### src/hdl/wcu_pkg.sv
// Constants and types shared by the watch comparator unit files.
package wcu_pkg;
  // ---------------------------------------------------------------------------
  // Scan path layout
  // ---------------------------------------------------------------------------
  localparam int SCAN_LEN      = 38;
  localparam int DATA_W        = 32;
  localparam int ADDR_FIELD_W  = 5;
  localparam int ADDR_LSB      = 32;
  localparam int RW_BIT        = 37;
  // ---------------------------------------------------------------------------
  // Register numbers inside the 5-bit address field
  // ---------------------------------------------------------------------------
  localparam logic [4:0] REG_U0_BASE   = 5'h08;
  localparam logic [4:0] REG_U1_BASE   = 5'h10;
  localparam logic [2:0] SUB_ADDR_VAL  = 3'h0;
  localparam logic [2:0] SUB_ADDR_MSK  = 3'h1;
  localparam logic [2:0] SUB_DATA_VAL  = 3'h2;
  localparam logic [2:0] SUB_DATA_MSK  = 3'h3;
  localparam logic [2:0] SUB_CTRL_VAL  = 3'h4;
  localparam logic [2:0] SUB_CTRL_MSK  = 3'h5;
  // ---------------------------------------------------------------------------
  // Control field positions
  // ---------------------------------------------------------------------------
  localparam int CTL_WRITE  = 0;
  localparam int CTL_SIZE   = 1;
  localparam int CTL_FETCH  = 3;
  localparam int CTL_USER   = 4;
  localparam int CTL_EXT    = 5;
  localparam int CTL_CHAIN  = 6;
  localparam int CTL_RANGE  = 7;
  localparam int CTL_ENABLE = 8;
  localparam int CTL_VAL_W  = 9;
  localparam int CTL_MSK_W  = 8;
  // ---------------------------------------------------------------------------
  // Reset values
  // ---------------------------------------------------------------------------
  localparam logic [31:0] RST_WORD  = 32'h0000_0000;
  localparam logic [8:0]  RST_CTRLV = 9'h000;
  localparam logic [7:0]  RST_CTRLM = 8'hFF;
  // ---------------------------------------------------------------------------
  // TAP states
  // ---------------------------------------------------------------------------
  typedef enum logic [3:0] {
    WCU_TLR = 4'h0, WCU_RTI = 4'h1, WCU_SDR = 4'h3, WCU_CDR = 4'h2,
    WCU_SHDR = 4'h6, WCU_E1DR = 4'h7, WCU_PDR = 4'h5, WCU_E2DR = 4'h4,
    WCU_UDR = 4'hC, WCU_SIR = 4'hD, WCU_CIR = 4'hF, WCU_SHIR = 4'hE,
    WCU_E1IR = 4'hA, WCU_PIR = 4'hB, WCU_E2IR = 4'h9, WCU_UIR = 4'h8
  } wcu_tap_t;
endpackage : wcu_pkg

### src/hdl/wcu_unit.sv
// One comparator unit: masked compare, chain register and break output.
`timescale 1ns/100ps
module wcu_unit (
  input  wire logic        clk,
  input  wire logic        nrst,
  input  wire logic        tap_rst_n,
  input  wire logic [31:0] addr_val,
  input  wire logic [31:0] addr_msk,
  input  wire logic [31:0] data_val,
  input  wire logic [31:0] data_msk,
  input  wire logic [8:0]  ctrl_val,
  input  wire logic [7:0]  ctrl_msk,
  input  wire logic        ctrl_wr,
  input  wire logic [31:0] bus_addr,
  input  wire logic [31:0] bus_data,
  input  wire logic        bus_valid,
  input  wire logic [7:0]  bus_ctrl,
  input  wire logic        chain_in,
  input  wire logic        range_in,
  output logic             chain_out,
  output logic             range_out,
  output logic             hit
);
  // Mask set means the bit always matches.
  function automatic logic wcu_cmp(input logic [31:0] v, input logic [31:0] m,
                                   input logic [31:0] x);
    wcu_cmp = &(~(v ^ x) | m);
  endfunction : wcu_cmp

  logic [7:0] ctrl_seen;
  logic       ac_match;
  logic       d_match;

  always_comb begin
    ctrl_seen = bus_ctrl;
    ctrl_seen[wcu_pkg::CTL_CHAIN] = chain_in;
    ctrl_seen[wcu_pkg::CTL_RANGE] = range_in;
  end

  assign ac_match = bus_valid &&
    wcu_cmp(addr_val, addr_msk, bus_addr) &&
    wcu_cmp({24'h000000, ctrl_val[7:0]}, {24'hFFFFFF, ctrl_msk},
            {24'h000000, ctrl_seen});
  assign d_match   = wcu_cmp(data_val, data_msk, bus_data);
  assign range_out = ac_match && d_match;
  assign hit = ac_match && d_match && ctrl_val[wcu_pkg::CTL_ENABLE];

  // The chain register follows the data compare only on address and control hits.
  always_ff @(posedge clk or negedge nrst) begin
    if (!nrst) begin
      chain_out <= 1'b0;
    end else if (!tap_rst_n || ctrl_wr) begin
      chain_out <= 1'b0;
    end else if (ac_match) begin
      chain_out <= d_match;
    end
  end

  chain_clear_a: assert property (@(posedge clk) disable iff (!nrst)
    ctrl_wr |=> !chain_out) else $error("chain not cleared");
endmodule : wcu_unit

### src/hdl/wcu_top.sv
// Two-unit watch comparator with its scan-path register access.
// Function
// - Two comparator units, each with address, data, control value/mask.
// - Register access through a 38-bit data, address, read/write path.
// - Write: data and register number shifted in with read/write bit set.
// - Read: register number shifted in, read/write zero, data ignored.
// - Access happens only on entering UPDATE-DR, never while shifting.
// - Mask one forces match; mask zero requires input equal value.
// - Control layout: write, size, type, user, ext, chain, range, enable.
// - Enable at bit 8, unmaskable, gates the break request.
// - Write bit compared with core write signal.
// - Size field compared with core transfer size.
// - Type bit compared with fetch or data cycle type.
// - User bit compared with not-translate signal.
// - Two-bit external condition input, one bit per unit.
// - Unit 1 chain output feeds unit 0 chain input.
// - Chain output registered, loaded with data match on address and control match.
// - Chain register cleared on control value write and debug tap reset.
// - Unit 1 range output feeds unit 0 range input.
// - Control bits 7 to 0 each have a mask bit.
// - Prefetch abort wins over breakpoint on the same fetch.
// - Debug entry disables interrupts; pending interrupt is remembered.
// - Data abort on watched access: watch wins, abort remembered.
`timescale 1ns/100ps
module wcu_top (
  input  wire logic        CLK,
  input  wire logic        NRST,
  input  wire logic        TCK,
  input  wire logic        TMS,
  input  wire logic        TDI,
  input  wire logic        DEBUG_TAP_RESET_N,
  input  wire logic        SCAN_SELECT,
  output logic             TDO,
  input  wire logic [31:0] BUS_ADDR,
  input  wire logic [31:0] BUS_DATA,
  input  wire logic        BUS_VALID,
  input  wire logic        BUS_WRITE,
  input  wire logic [1:0]  BUS_SIZE,
  input  wire logic        FETCH_OR_DATA_BIT,
  input  wire logic        USER_OR_PRIVILEGED_BIT,
  input  wire logic [1:0]  EXTERNAL_CONDITION_INPUT,
  input  wire logic        PREFETCH_ABORT,
  input  wire logic        DATA_ABORT,
  input  wire logic        IRQ_PENDING,
  output logic             DEBUG_BREAK_REQUEST,
  output logic             LINK_OUTPUT,
  output logic             RANGE_OUTPUT,
  output logic             INTERRUPTS_DISABLED,
  output logic             IRQ_REMEMBERED,
  output logic             ABORT_REMEMBERED
);
  // ---------------------------------------------------------------------------
  // Input synchronisers
  // ---------------------------------------------------------------------------
  // Test pins come from the debugger's clock; two stages before any use.
  logic [4:0] sync1;
  logic [4:0] sync2;
  logic       tck_d;
  always_ff @(posedge CLK or negedge NRST) begin
    if (!NRST) begin
      sync1 <= 5'h00;
      sync2 <= 5'h00;
      tck_d <= 1'b0;
    end else begin
      sync1 <= {DEBUG_TAP_RESET_N, SCAN_SELECT, TDI, TMS, TCK};
      sync2 <= sync1;
      tck_d <= sync2[0];
    end
  end
  logic tck_rise;
  logic tck_fall;
  logic tms_s;
  logic tdi_s;
  logic sel_s;
  logic trst_n_s;
  assign tck_rise = sync2[0] && !tck_d;
  assign tck_fall = !sync2[0] && tck_d;
  assign tms_s    = sync2[1];
  assign tdi_s    = sync2[2];
  assign sel_s    = sync2[3];
  assign trst_n_s = sync2[4];

  // ---------------------------------------------------------------------------
  // TAP state machine
  // ---------------------------------------------------------------------------
  wcu_pkg::wcu_tap_t tap;
  wcu_pkg::wcu_tap_t next_tap;
  always_comb begin
    case (tap)
      wcu_pkg::WCU_TLR:  next_tap = tms_s ? wcu_pkg::WCU_TLR : wcu_pkg::WCU_RTI;
      wcu_pkg::WCU_RTI:  next_tap = tms_s ? wcu_pkg::WCU_SDR : wcu_pkg::WCU_RTI;
      wcu_pkg::WCU_SDR:  next_tap = tms_s ? wcu_pkg::WCU_SIR : wcu_pkg::WCU_CDR;
      wcu_pkg::WCU_CDR:  next_tap = tms_s ? wcu_pkg::WCU_E1DR
                                          : wcu_pkg::WCU_SHDR;
      wcu_pkg::WCU_SHDR: next_tap = tms_s ? wcu_pkg::WCU_E1DR
                                          : wcu_pkg::WCU_SHDR;
      wcu_pkg::WCU_E1DR: next_tap = tms_s ? wcu_pkg::WCU_UDR : wcu_pkg::WCU_PDR;
      wcu_pkg::WCU_PDR:  next_tap = tms_s ? wcu_pkg::WCU_E2DR
                                          : wcu_pkg::WCU_PDR;
      wcu_pkg::WCU_E2DR: next_tap = tms_s ? wcu_pkg::WCU_UDR
                                          : wcu_pkg::WCU_SHDR;
      wcu_pkg::WCU_UDR:  next_tap = tms_s ? wcu_pkg::WCU_SDR : wcu_pkg::WCU_RTI;
      wcu_pkg::WCU_SIR:  next_tap = tms_s ? wcu_pkg::WCU_TLR : wcu_pkg::WCU_CIR;
      wcu_pkg::WCU_CIR:  next_tap = tms_s ? wcu_pkg::WCU_E1IR
                                          : wcu_pkg::WCU_SHIR;
      wcu_pkg::WCU_SHIR: next_tap = tms_s ? wcu_pkg::WCU_E1IR
                                          : wcu_pkg::WCU_SHIR;
      wcu_pkg::WCU_E1IR: next_tap = tms_s ? wcu_pkg::WCU_UIR : wcu_pkg::WCU_PIR;
      wcu_pkg::WCU_PIR:  next_tap = tms_s ? wcu_pkg::WCU_E2IR
                                          : wcu_pkg::WCU_PIR;
      wcu_pkg::WCU_E2IR: next_tap = tms_s ? wcu_pkg::WCU_UIR
                                          : wcu_pkg::WCU_SHIR;
      wcu_pkg::WCU_UIR:  next_tap = tms_s ? wcu_pkg::WCU_SDR : wcu_pkg::WCU_RTI;
      default:           next_tap = wcu_pkg::WCU_TLR;
    endcase
  end

  always_ff @(posedge CLK or negedge NRST) begin
    if (!NRST) begin
      tap <= wcu_pkg::WCU_TLR;
    end else if (!trst_n_s) begin
      tap <= wcu_pkg::WCU_TLR;
    end else if (tck_rise) begin
      tap <= next_tap;
    end
  end

  // ---------------------------------------------------------------------------
  // Scan path and register file
  // ---------------------------------------------------------------------------
  logic [37:0] shreg;
  logic        upd_pulse;
  // Update fires once, on the edge that enters UPDATE-DR.
  assign upd_pulse = tck_rise && sel_s && trst_n_s &&
                     (next_tap == wcu_pkg::WCU_UDR) &&
                     (tap != wcu_pkg::WCU_UDR);

  logic [4:0]  sc_reg;
  logic        sc_wr;
  logic [31:0] sc_dat;
  assign sc_reg = shreg[wcu_pkg::ADDR_LSB +: wcu_pkg::ADDR_FIELD_W];
  assign sc_wr  = shreg[wcu_pkg::RW_BIT];
  assign sc_dat = shreg[wcu_pkg::DATA_W-1:0];

  logic [31:0] av   [2];
  logic [31:0] am   [2];
  logic [31:0] dv   [2];
  logic [31:0] dm   [2];
  logic [8:0]  cv   [2];
  logic [7:0]  cm   [2];
  logic [1:0]  cwr;
  logic [31:0] rd_word;

  function automatic logic [31:0] wcu_pick(input logic [2:0] sub,
      input logic [31:0] a, input logic [31:0] b, input logic [31:0] c,
      input logic [31:0] d, input logic [8:0] e, input logic [7:0] f);
    case (sub)
      wcu_pkg::SUB_ADDR_VAL: wcu_pick = a;
      wcu_pkg::SUB_ADDR_MSK: wcu_pick = b;
      wcu_pkg::SUB_DATA_VAL: wcu_pick = c;
      wcu_pkg::SUB_DATA_MSK: wcu_pick = d;
      wcu_pkg::SUB_CTRL_VAL: wcu_pick = {23'h000000, e};
      wcu_pkg::SUB_CTRL_MSK: wcu_pick = {24'h000000, f};
      default:               wcu_pick = 32'h0000_0000;
    endcase
  endfunction : wcu_pick

  always_comb begin
    if (sc_reg[4:3] == wcu_pkg::REG_U0_BASE[4:3]) begin
      rd_word = wcu_pick(sc_reg[2:0], av[0], am[0], dv[0], dm[0], cv[0],
                         cm[0]);
    end else if (sc_reg[4:3] == wcu_pkg::REG_U1_BASE[4:3]) begin
      rd_word = wcu_pick(sc_reg[2:0], av[1], am[1], dv[1], dm[1], cv[1],
                         cm[1]);
    end else begin
      rd_word = 32'h0000_0000;
    end
  end

  // Capture loads the word addressed by the last read update, keeping the field.
  logic [31:0] rd_hold;
  always_ff @(posedge CLK or negedge NRST) begin
    if (!NRST) begin
      shreg <= 38'h00_0000_0000;
    end else if (tck_rise && sel_s && tap == wcu_pkg::WCU_CDR) begin
      shreg <= {shreg[37:32], rd_hold};
    end else if (tck_rise && sel_s && tap == wcu_pkg::WCU_SHDR) begin
      shreg <= {tdi_s, shreg[37:1]};
    end
  end

  always_ff @(posedge CLK or negedge NRST) begin
    if (!NRST) begin
      rd_hold <= wcu_pkg::RST_WORD;
    end else if (upd_pulse && !sc_wr) begin
      rd_hold <= rd_word;
    end
  end

  always_ff @(posedge CLK or negedge NRST) begin
    if (!NRST) begin
      TDO <= 1'b0;
    end else if (tck_fall) begin
      TDO <= shreg[0];
    end
  end

  for (genvar u = 0; u < 2; u++) begin : g_regs
    logic hit_u;
    assign hit_u = upd_pulse && sc_wr &&
                   (sc_reg[4:3] == (u == 0 ? wcu_pkg::REG_U0_BASE[4:3]
                                           : wcu_pkg::REG_U1_BASE[4:3]));
    assign cwr[u] = hit_u && sc_reg[2:0] == wcu_pkg::SUB_CTRL_VAL;
    always_ff @(posedge CLK or negedge NRST) begin
      if (!NRST) begin
        av[u] <= wcu_pkg::RST_WORD;
        am[u] <= wcu_pkg::RST_WORD;
        dv[u] <= wcu_pkg::RST_WORD;
        dm[u] <= wcu_pkg::RST_WORD;
        cv[u] <= wcu_pkg::RST_CTRLV;
        cm[u] <= wcu_pkg::RST_CTRLM;
      end else if (hit_u) begin
        case (sc_reg[2:0])
          wcu_pkg::SUB_ADDR_VAL: av[u] <= sc_dat;
          wcu_pkg::SUB_ADDR_MSK: am[u] <= sc_dat;
          wcu_pkg::SUB_DATA_VAL: dv[u] <= sc_dat;
          wcu_pkg::SUB_DATA_MSK: dm[u] <= sc_dat;
          wcu_pkg::SUB_CTRL_VAL: cv[u] <= sc_dat[8:0];
          wcu_pkg::SUB_CTRL_MSK: cm[u] <= sc_dat[7:0];
          default: ;
        endcase
      end
    end
  end

  // ---------------------------------------------------------------------------
  // Comparator units
  // ---------------------------------------------------------------------------
  logic [7:0] ctl_in [2];
  logic [1:0] hit;
  logic       chain1;
  logic       range1;
  always_comb begin
    for (int u = 0; u < 2; u++) begin
      ctl_in[u] = 8'h00;
      ctl_in[u][wcu_pkg::CTL_WRITE] = BUS_WRITE;
      ctl_in[u][wcu_pkg::CTL_SIZE +: 2] = BUS_SIZE;
      ctl_in[u][wcu_pkg::CTL_FETCH] = FETCH_OR_DATA_BIT;
      ctl_in[u][wcu_pkg::CTL_USER] = USER_OR_PRIVILEGED_BIT;
      ctl_in[u][wcu_pkg::CTL_EXT] = EXTERNAL_CONDITION_INPUT[u];
    end
  end

  wcu_unit u_unit1 (
    .clk       (CLK),          .nrst      (NRST),
    .tap_rst_n (trst_n_s),     .addr_val  (av[1]),
    .addr_msk  (am[1]),        .data_val  (dv[1]),
    .data_msk  (dm[1]),        .ctrl_val  (cv[1]),
    .ctrl_msk  (cm[1]),        .ctrl_wr   (cwr[1]),
    .bus_addr  (BUS_ADDR),     .bus_data  (BUS_DATA),
    .bus_valid (BUS_VALID),    .bus_ctrl  (ctl_in[1]),
    .chain_in  (1'b0),         .range_in  (1'b0),
    .chain_out (chain1),       .range_out (range1),
    .hit       (hit[1])
  );
  wcu_unit u_unit0 (
    .clk       (CLK),          .nrst      (NRST),
    .tap_rst_n (trst_n_s),     .addr_val  (av[0]),
    .addr_msk  (am[0]),        .data_val  (dv[0]),
    .data_msk  (dm[0]),        .ctrl_val  (cv[0]),
    .ctrl_msk  (cm[0]),        .ctrl_wr   (cwr[0]),
    .bus_addr  (BUS_ADDR),     .bus_data  (BUS_DATA),
    .bus_valid (BUS_VALID),    .bus_ctrl  (ctl_in[0]),
    .chain_in  (chain1),       .range_in  (range1),
    .chain_out (),             .range_out (),
    .hit       (hit[0])
  );
  assign LINK_OUTPUT  = chain1;
  assign RANGE_OUTPUT = range1;

  // ---------------------------------------------------------------------------
  // Break request and priorities
  // ---------------------------------------------------------------------------
  logic brk;
  // A fetch that aborts does not break; a data abort still breaks.
  assign brk = |hit && !(PREFETCH_ABORT && !FETCH_OR_DATA_BIT);
  always_ff @(posedge CLK or negedge NRST) begin
    if (!NRST) begin
      DEBUG_BREAK_REQUEST <= 1'b0;
      INTERRUPTS_DISABLED <= 1'b0;
      IRQ_REMEMBERED      <= 1'b0;
      ABORT_REMEMBERED    <= 1'b0;
    end else begin
      DEBUG_BREAK_REQUEST <= brk;
      if (brk) begin
        INTERRUPTS_DISABLED <= 1'b1;
        IRQ_REMEMBERED      <= IRQ_REMEMBERED | IRQ_PENDING;
        ABORT_REMEMBERED    <= ABORT_REMEMBERED |
                               (DATA_ABORT && FETCH_OR_DATA_BIT);
      end else if (!trst_n_s) begin
        INTERRUPTS_DISABLED <= 1'b0;
        IRQ_REMEMBERED      <= 1'b0;
        ABORT_REMEMBERED    <= 1'b0;
      end
    end
  end

  // ---------------------------------------------------------------------------
  // Checks
  // ---------------------------------------------------------------------------
  break_follows_a: assert property (@(posedge CLK) disable iff (!NRST)
    brk |=> DEBUG_BREAK_REQUEST) else $error("break request missed");
  prefetch_wins_a: assert property (@(posedge CLK) disable iff (!NRST)
    (PREFETCH_ABORT && !FETCH_OR_DATA_BIT) |=> !DEBUG_BREAK_REQUEST)
    else $error("prefetch abort did not win");
  enable_gate_a: assert property (@(posedge CLK) disable iff (!NRST)
    (!cv[0][8] && !cv[1][8]) |=> !DEBUG_BREAK_REQUEST)
    else $error("break without enable");
  upd_only_a: assert property (@(posedge CLK) disable iff (!NRST)
    $changed(cv[0]) |-> $past(upd_pulse)) else $error("write outside update");
  irq_keep_a: assert property (@(posedge CLK) disable iff (!NRST)
    (brk && IRQ_PENDING) |=> (IRQ_REMEMBERED && INTERRUPTS_DISABLED))
    else $error("interrupt not remembered");
  abort_keep_a: assert property (@(posedge CLK) disable iff (!NRST)
    (brk && DATA_ABORT && FETCH_OR_DATA_BIT) |=> ABORT_REMEMBERED)
    else $error("abort not remembered");
  range_link_a: assert property (@(posedge CLK) disable iff (!NRST)
    (hit[0] && cv[0][wcu_pkg::CTL_RANGE] && !cm[0][wcu_pkg::CTL_RANGE])
    |-> RANGE_OUTPUT) else $error("range output mismatch");
  mask_all_a: assert property (@(posedge CLK) disable iff (!NRST)
    (BUS_VALID && cv[1][8] && am[1] == 32'hFFFF_FFFF &&
     dm[1] == 32'hFFFF_FFFF && cm[1] == 8'hFF && !PREFETCH_ABORT)
    |=> DEBUG_BREAK_REQUEST) else $error("full mask did not match");
  cov_write_c: cover property (@(posedge CLK) upd_pulse && sc_wr);
  cov_read_c:  cover property (@(posedge CLK) upd_pulse && !sc_wr);
  cov_break_c: cover property (@(posedge CLK) DEBUG_BREAK_REQUEST);
  cov_chain_c: cover property (@(posedge CLK) chain1 && hit[0]);
endmodule : wcu_top

### config.mk
export PLATFORM = sky130hd
export DESIGN_NAME = wcu_top
export DESIGN_NICKNAME = d
export VERILOG_FILES = /design/src/hdl/wcu_pkg.sv /design/src/hdl/wcu_unit.sv /design/src/hdl/wcu_top.sv
export SDC_FILE = /design/constraint.sdc
export NUM_CORES = 1
export LEC_CHECK = 0
export BUFFER_PORTS_ARGS = -buffer_cell sky130_fd_sc_hd__buf_4
export CAP_MARGIN = 20
export CORE_ASPECT_RATIO = 1.25
export CORE_MARGIN = 3
export CORE_UTILIZATION = 55
export CTS_BUF_LIST = sky130_fd_sc_hd__clkbuf_16
export CTS_CLUSTER_DIAMETER = 40
export CTS_CLUSTER_SIZE = 24
export DETAILED_ROUTE_END_ITERATION = 6
export PLACE_DENSITY = 0.73
export SETUP_SLACK_MARGIN = 0.4
export SLEW_MARGIN = 15
export SYNTH_ARGS = -nofsm -noshare
export SYNTH_HDL_FRONTEND = slang
export SYNTH_SLANG_ARGS = --single-unit
export TNS_END_PERCENT = 20
### constraint.sdc
create_clock -name CLK -period 2.8 [get_ports CLK]
set_input_delay 0.42 -clock CLK [delete_from_list [all_inputs] [get_ports CLK]]
set_output_delay 0.42 -clock CLK [all_outputs]
set_load 0.02 [all_outputs]
After elaboration in Yosys (flattened, before gate mapping) --
Cells that the tools add are included.
Storage, ports and cells: memory bits (writable) 0, input bits 82, output and inout bits 7, bits in read-only memories 0, word-level logic and storage cells 157, register bits 381, memories 0, latch bits 0
Operators by class: order comparisons 0, multiply operators 0, equality and inequality tests 26, reduce and logical (&&, ||, !) cells 58, add/sub/neg operators 0, divide/modulo/power cells 0, multiplexer cells 27, shift operators 0, bitwise operators 21
Operators by type and width (number):
- 32-bit case mux with 6 select lines | 2
- 32-bit inverter | 6
- 32-bit bitwise OR | 6
- 32-bit AND reduction | 6
- 32-bit two-way mux | 4
- 32-bit XOR | 4
- 4-bit case mux with 12 select lines | 1
- 4-bit equality test (second input constant) | 9
- 2-bit AND reduction | 13
- 1-bit logical AND | 24
- 4-bit two-way mux | 6
- 4-bit by 3-bit equality test with 1-bit output (second input constant) | 4
- 1-bit two-way mux | 9
- 4-bit by 2-bit equality test with 1-bit output (second input constant) | 2
- 8-bit by 6-bit XOR with 8-bit output | 1
- 8-bit XOR | 1
- 3-bit by 2-bit equality test with 1-bit output (second input constant) | 2
- 3-bit equality test (second input constant) | 2
- 1-bit zero test | 6
- 2-bit two-way mux | 3
- 3-bit two-way mux | 2
- 2-bit OR reduction | 3
- 4-bit by 1-bit equality test with 1-bit output (second input constant) | 1
- 4-bit zero test | 1
- 11 further kinds | 14

Depth between registers and ports, before layout --
Gate-level depths: netlist of run 1.
depth in word-level cells 17, mapped depth 9, depth with buffers taken out 7

Cells and area by module --
A second synthesis of run 1 with hierarchy kept.
Unflattened totals: cells, all modules 1488, area total of the unflattened synthesis 19169.6 µm²
By module, submodules not included:
- wcu_top | instances 1, area an instance 17152.7 µm², cells an instance 1232, sequential area each 9529.1 µm²
- wcu_unit | instances 2, area an instance 1008.5 µm², cells an instance 128, sequential area each 25.0 µm²

Worst setup path before layout of run 1 --
No wires, ideal clock.
path type reg2reg, start point register cm[7] in the netlist's numbering, end point register IRQ_REMEMBERED, path buffers 0, slack 0.388 ns, setup time 0.101 ns, period minus slack after synthesis 2.412 ns, required time 2.699 ns, cell stages (with the launch flop) 7, arrival time 2.311 ns, path through dfstp_2 > nand2b_1 > o2111ai_1 > or4_1 > nor3_1 > a22oi_1 > o32ai_1
Between the ends: word-level cells in the longest chain between the ends 14, elaborated cells on any way between the ends 16, those cells by class eq/ne (1); mux (1); bitwise (4); reduce/logical (10)
RTL lines:
- start: declaration | RTL line wcu_top.sv:150 | logic [7:0] cm [2];
- start signal: indexed assignment | RTL line wcu_top.sv:221 | cm[u] <= wcu_pkg::RST_CTRLM;
- start signal: indexed assignment | RTL line wcu_top.sv:229 | wcu_pkg::SUB_CTRL_MSK: cm[u] <= sc_dat[7:0];
- 32-bit bitwise OR * | RTL line wcu_unit.sv:27 | wcu_cmp = &(~(v ^ x) | m);
- 32-bit AND reduction * | RTL line wcu_unit.sv:27
- 1-bit logical AND * | RTL line wcu_unit.sv:41 | wcu_cmp(addr_val, addr_msk, bus_addr) &&
- 1-bit logical AND * | RTL line wcu_unit.sv:45 | assign range_out = ac_match && d_match;
- net RANGE_OUTPUT | RTL line wcu_top.sv:47 | output logic RANGE_OUTPUT,
- 8-bit XOR | RTL line wcu_unit.sv:27
- 32-bit inverter | RTL line wcu_unit.sv:27
- 32-bit bitwise OR | RTL line wcu_unit.sv:27
- 32-bit AND reduction | RTL line wcu_unit.sv:27
- 1-bit logical AND | RTL line wcu_unit.sv:41
- 1-bit logical AND
- 1-bit logical AND | RTL line wcu_unit.sv:46 | assign hit = ac_match && d_match && ctrl_val[wcu_pkg::CTL_ENABLE];
- 2-bit OR reduction * | RTL line wcu_top.sv:286 | assign brk = |hit && !(PREFETCH_ABORT && !FETCH_OR_DATA_BIT);
- 1-bit logical AND * | RTL line wcu_top.sv:286
- 2-bit by 1-bit inequality test with 1-bit output (no line) or 1-bit two-way mux (tied branches)
- end signal: assignment | RTL line wcu_top.sv:297 | IRQ_REMEMBERED <= IRQ_REMEMBERED | IRQ_PENDING;
- end: declaration | RTL line wcu_top.sv:49 | output logic IRQ_REMEMBERED,
The timed path passes the listed nets; every way through them passes the cells marked *. A chain may end at the register's enable or synchronous reset.

Final worst setup path of run 1 --
start point register dv[13] in the netlist's numbering, end point output RANGE_OUTPUT
Between the ends: word-level cells in the longest chain between the ends 5
RTL lines:
- start: declaration | RTL line wcu_top.sv:147 | logic [31:0] dv [2];
- start signal: indexed assignment | RTL line wcu_top.sv:218 | dv[u] <= wcu_pkg::RST_WORD;
- start signal: indexed assignment | RTL line wcu_top.sv:226 | wcu_pkg::SUB_DATA_VAL: dv[u] <= sc_dat;
- 32-bit XOR | RTL line wcu_unit.sv:27
- 32-bit inverter | RTL line wcu_unit.sv:27
- 32-bit bitwise OR | RTL line wcu_unit.sv:27
- 32-bit AND reduction | RTL line wcu_unit.sv:27
- 1-bit logical AND | RTL line wcu_unit.sv:45
- end: declaration | RTL line wcu_top.sv:47
No other way between the ends.

==> flow_summary.ini, run 1 <==
[run_status]
status = complete, but fails checks
violations = negative setup slack

[clock_tree]
clock_sinks = 381
htree_num_levels = 2
clkTransAtPathRegs_ns = 0.06
numCtsBuffers = 46
cts_root_buffer = clkbuf_16
cts_buffer_depth = 3
insertion_delay_ns = 0.57
cts_tree = done

[global_routing]
grt_pass1_vias = 15300
grtUsageMet1_pct = 49.3
grt_start_max_net_pins = 73
antenna_found_initial = 1
top_usage_layer = met2
overflow = 0
met3_usage_pct = 8.50
grt_pass1_wl_microns = 101000
track_usage_pct = 38.3
met2_usage_pct = 59.0

[synthesis]
synth_compound_area_share_pct = 15.1
synth_xor_area_share_pct = 6.60
synth_cells = 1558
ys_warn_count = 0
syn_area_per_cell_sq_um = 12.0
synth_area_sq_um = 18700
ys_types = 50
synth-seq-cells = 381
synthAdderAreaFrac_pct = 0
ys_seq_area_share_pct = 51.0
ys.flop_type = dfrtp_1
ys_async_sr_fraction_pct = 100
synth_edf_count = 0
synthSimpleGateAreaFrac_pct = 4.71
syn-num-nets = 1640
synth_top_family_by_area = multiplexers
muxShareOfSynthArea_pct = 19.7

[die]
initial_core_util_pct = 56.5
top_level_ports = 89
dieArea_sq_um = 36300
die_w_microns = 171
core-area_sq_um = 33100
die_h_microns = 212
rows = 74

[power_and_ir_drop]
total_leakage_power_nw = 9.95
p_per_area_nw_per_um2 = 540
p_total_mw = 12.3
comb_power_share_pct = 6.6
intPower_mw = 9.31
clockPowerShare_pct = 47.4
power_switching_mw = 2.97
vdd_drop_max_mv = 0.509
sw_frac_of_total_pct = 24.2
p_seq_share_pct = 46.0

[layout]
drive_above_1_share_pct = 38.7
nets = 1808
areaGrowthSynthToFinish_pct = 21.5
postLayoutCellArea_sq_um = 22700
antenna_cells = 0
seq_area_sq_um = 9560
final_common_cell = dfrtp_1
final_cell_mix = dfrtp_1, mux2_2, buf_4, xnor2_1, o22ai_1
fin_util_pct = 68.6
num-fill-cells = 2457
multiInputGateArea_sq_um = 9010

[placed_design]
place_ws_ns = -0.225
gp_congestion = 1.08
hpwl_microns = 49000
portBuffers = 88
placed_cell_area_sq_um = 20700

[sta]
fmax_mhz = 345
finalWorstSetupSlack_ns = -0.0976
fin_worst_skew_ns = 0.0238
tightest_slew_ns = 0.819
maxSlewViolCount = 0
fin_crit_sh_pct = 103
final_hold_viol_count = 0
setup_violations = 1
fin_crit_ns = 2.90
rsz0062_at_grt = yes
hold-worst-slack_ns = 0.161
slew_headroom_pct = 45.4

[worst_setup_path]
endpoint_kind = output port
crit_slowest_cell = dfrtp_1
critPathArrivalTime_ns = 2.48
cp_slowest_stage_delay_ns = 0.43
crit_top_cell = buf_4
worstPathMaxFanout = 3
required_ns = 2.38
path_cells = xnor2_2 > o22ai_2 > nor4_2 > nand4_1 > buf_4 > nor3_2 > buf_4 > buf_6
cp-start-kind = flop
worst-setup-path-type = reg -> out

[run]
maxCapViolCount = 0

[route]
routedWlPerCell_microns = 31.8
drt_iter0_drc = 1491
drtAntennaViolNets = 0
route.detailed.drc = 0
num_vias = 15000
routed_wirelength_microns = 69300
vias_per_cell = 6.89
drt_pass1_iterations = 7

[hold_path]
hold_class = in -> reg
## final timing paths
kind,start,end,slack [ns],cells past startpoint
min reg2reg,sync1[2],sync2[2],0.34,0
min,IRQ_PENDING,IRQ_REMEMBERED,0.16,3
min in group asynchronous,NRST,sync2[2],0.41,2
max,dv[13],RANGE_OUTPUT,-0.1,8
max reg2reg,dv[13],IRQ_REMEMBERED,0.07,10
max in group asynchronous,NRST,av[56],1.57,3
## through the flow
stage               TNS (ns)  instances
finish               -0.0976       2181
CTS                  -0.0747       2172
floorplan                  0       1558
global route          -0.234       2181
detailed placement    -0.691       2076
global placement      -0.645       2075
## Yosys cell counts (all sizes together), types with 26 or more instances
library cell	n	share of area (%)
nor2	36	0.72
dfrtp	365	49
mux2i	36	1.9
o21a	26	1.0
o22ai	111	3.7
xnor2	141	6.6
o21ai	45	1.2
a22oi	51	2.0
a22o	46	2.2
nor4	32	1.1
nand2	47	0.94
mux2	296	18
buf	49	1.1
clkbuf	77	1.5
a221oi	47	2.2
## logic make-up after synthesis
logic type / Yosys count
buf+inv: 132
simple gates: 175
xor+xnor: 141
mux: 332
flops: 381
compound gates: 397
## flip-flops by register name, summed over array words and instances, names as in the netlist
signal / flops
am: 64
av: 64
dm: 64
dv: 64
shreg: 38
rd_hold: 32
cv: 18
cm: 16
sync1: 5
sync2: 5
tap: 4
ABORT_REMEMBERED: 1
DEBUG_BREAK_REQUEST: 1
INTERRUPTS_DISABLED: 1
IRQ_REMEMBERED: 1
TDO: 1
tck_d: 1
u_unit1.chain_out: 1
## power by group through the flow
stage | Combinational (mW) | Clock [mW] | Sequential [mW]
after floorplan | 0.316 | 0 | 5.71
after CTS | 0.795 | 5.86 | 5.65
after global routing | 0.862 | 6.10 | 5.66
after global placement | 0.759 | 0 | 5.74
after detailed placement | 0.765 | 0 | 5.75
final | 0.813 | 5.82 | 5.65
## worst max-delay path: cells and delay by family, from the launching register on
kind | cells | cell delay, ns
buffers and inverters | 3 | 0.44
flip-flops | 1 | 0.43
XOR/XNOR | 1 | 0.26
AO/OA/AOI/OAI | 1 | 0.19
AND/OR/NAND/NOR | 3 | 0.59
## area by class of cell
| type | count | share of cell area, % |
|---|---|---|
| clock buffers | 49 | 5.39 |
| clock inverters | 36 | 1.17 |
| inverters | 6 | 0.0990 |
| multi-input cells | 1045 | 39.6 |
| flip-flops and latches | 381 | 42.0 |
| well taps | 418 | 2.30 |
| repair buffers | 246 | 9.38 |
## what timing repair did
action                                  CTS  global route
gates cloned                              0             1
hold buffers                              6             0
endpoints found under the setup margin  152           189
resized for setup                        40            18
pin swaps                                10            16
endpoints found under the hold margin    53             0
setup buffers                             5             8
## per-layer routing
metal / vias to the layer above / wire [microns]
met5: - / 0
met4: 0 / 5930
met3: 272 / 6060
met2: 889 / 31300
met1: 7631 / 26100
li1: 6227 / -
Note: power is estimated with default switching activity, not from simulation.
==> run 2: changes to the inputs <==
==> constraint.sdc (replaced) <==
create_clock -name CLK -period 2.8 [get_ports CLK]
set_input_delay 0.42 -clock CLK [delete_from_list [all_inputs] [get_ports CLK]]
set_output_delay 0.42 -clock CLK [all_outputs]
set_load 0.05 [all_outputs]
==> flow_summary.ini, run 2 (synthesized netlist as in run 1, its figures left out) <==
[clock_tree]
cts_root_buffer = clkbuf_16
clock_sinks = 381
cts_tree = done
insertion_delay_ns = 0.56
clkTransAtPathRegs_ns = 0.06
htree_num_levels = 2
cts_buffer_depth = 3
numCtsBuffers = 44

[die]
dieArea_sq_um = 36300
core-area_sq_um = 33100
die_w_microns = 171
initial_core_util_pct = 56.5
rows = 74
die_h_microns = 212
top_level_ports = 89

[global_routing]
grt_pass1_wl_microns = 99600
antenna_found_initial = 0
grt_start_max_net_pins = 94
grt_pass1_vias = 15200
overflow = 0
track_usage_pct = 37.4

[hold_path]
hold_depth = 3
whs_endpoint = ABORT_REMEMBERED
min_from = DATA_ABORT
hold_class = in -> reg

[sta]
final_hold_viol_count = 0
finalWorstSetupSlack_ns = -0.157
maxSlewViolCount = 0
fmax_mhz = 338
hold-worst-slack_ns = 0.174
fin_worst_skew_ns = 0.0197
fin_crit_sh_pct = 106
slew_headroom_pct = 41.2
fin_tns_setup_ns = -0.157
fin_crit_ns = 2.96
rsz0062_at_grt = yes
tightest_slew_ns = 0.881
setup_violations = 1

[route]
vias_per_cell = 6.97
routed_wirelength_microns = 67500
drt_pass1_iterations = 6
drt_iter0_drc = 1946
num_vias = 15000
drtAntennaViolNets = 0
route.detailed.drc = 0
routedWlPerCell_microns = 31.3

[placed_design]
gp_congestion = 1.13
hpwl_microns = 46300
place_ws_ns = -0.0170
portBuffers = 88

[layout]
antenna_cells = 0
areaGrowthSynthToFinish_pct = 20.3
final_cell_mix = dfrtp_1, mux2_2, buf_4, xnor2_1, o22ai_1
num-fill-cells = 2450
drive_above_1_share_pct = 37.6
final_common_cell = dfrtp_1
nets = 1783

[worst_setup_path]
reg2reg_slack_ns = 0
worst-setup-path-type = reg -> out
rr_worst_depth = 12
cp-start-kind = flop
required_ns = 2.38
endpoint_kind = output port
r2r-end = IRQ_REMEMBERED
critPathArrivalTime_ns = 2.54
worstPathMaxFanout = 2
r2r_start = dv[7]

[power_and_ir_drop]
total_leakage_power_nw = 9.85
vdd_drop_max_mv = 0.531
p_per_area_nw_per_um2 = 551

[run]
maxCapViolCount = 0

[run_status]
status = complete, but fails checks
violations = negative setup slack
[run 2: changes by cell type in the layout (fill, tap and decap cells not counted), sizes merged]
cell	delta
clkinvlp	-1
clkbuf	-5
bufinv	+2
clkinv	-1
buf	-22
inv	-1
[run 2: power by group]
part           internal, mW  switching, mW
Clock                  3.41           2.56
Combinational         0.335          0.459
Sequential             5.58         0.0730
Total                  9.32           3.09
[run 2: through the flow]
step	power [mW]	util (%)	cells	instance area [sq um]
floorplan	6.02	-	1558	18700
global placement	6.48	62.3	2059	20600
detailed placement	6.49	62.3	2059	20600
CTS	12.4	67.6	2150	22400
global route	12.8	67.9	2153	22500
finish	12.4	67.9	2153	22500
[run 2: worst max path at each step]
stage,from,endpoint,slack [ns],cells after the start
finish,dv[7],RANGE_OUTPUT,-0.16,9
floorplan,cm[7],IRQ_REMEMBERED,0.44,6
CTS,dv[23],RANGE_OUTPUT,-0.11,8
global placement,BUS_DATA[0],IRQ_REMEMBERED,-0.03,10
detailed placement,BUS_DATA[0],IRQ_REMEMBERED,-0.02,10
global route,dv[7],RANGE_OUTPUT,-0.27,9
[run 2: layer usage]
metal	global-route usage (%)	up-vias	wire, microns
li1	-	6201	-
met1	48.2	7455	24600
met2	57.5	1050	30300
met3	8.20	292	7170
met4	23.4	0	5440
met5	0	-	0
[run 2: timing repair]
action,CTS,global route
resized for setup,26,15
hold buffers,6,0
cloned,0,0
setup buffers,5,3
endpoints found under the setup margin,5,212
pin swaps,21,11
endpoints found under the hold margin,43,0
[run 2: cell type report]
type | instances | area [sq um] | share of cell area (%)
multi-input combinational | 1045 | 8960 | 39.8
tap | 418 | 523 | 2.32
clock inverter | 35 | 385 | 1.71
timing repair buffer | 223 | 1940 | 8.63
clock buffer | 45 | 1130 | 5.00
sequential | 381 | 9560 | 42.4
inverter | 6 | 22.5 | 0.100
[run 2: worst max-delay path, stage by stage, from the launching register on]
cell and delay [ns]:
dfrtp_1 0.41, xnor2_2 0.17, buf_6 0.16, o22ai_4 0.09
nor4_4 0.28, buf_4 0.16, nand4_1 0.11, buf_6 0.15
nor3_4 0.23, buf_6 0.21
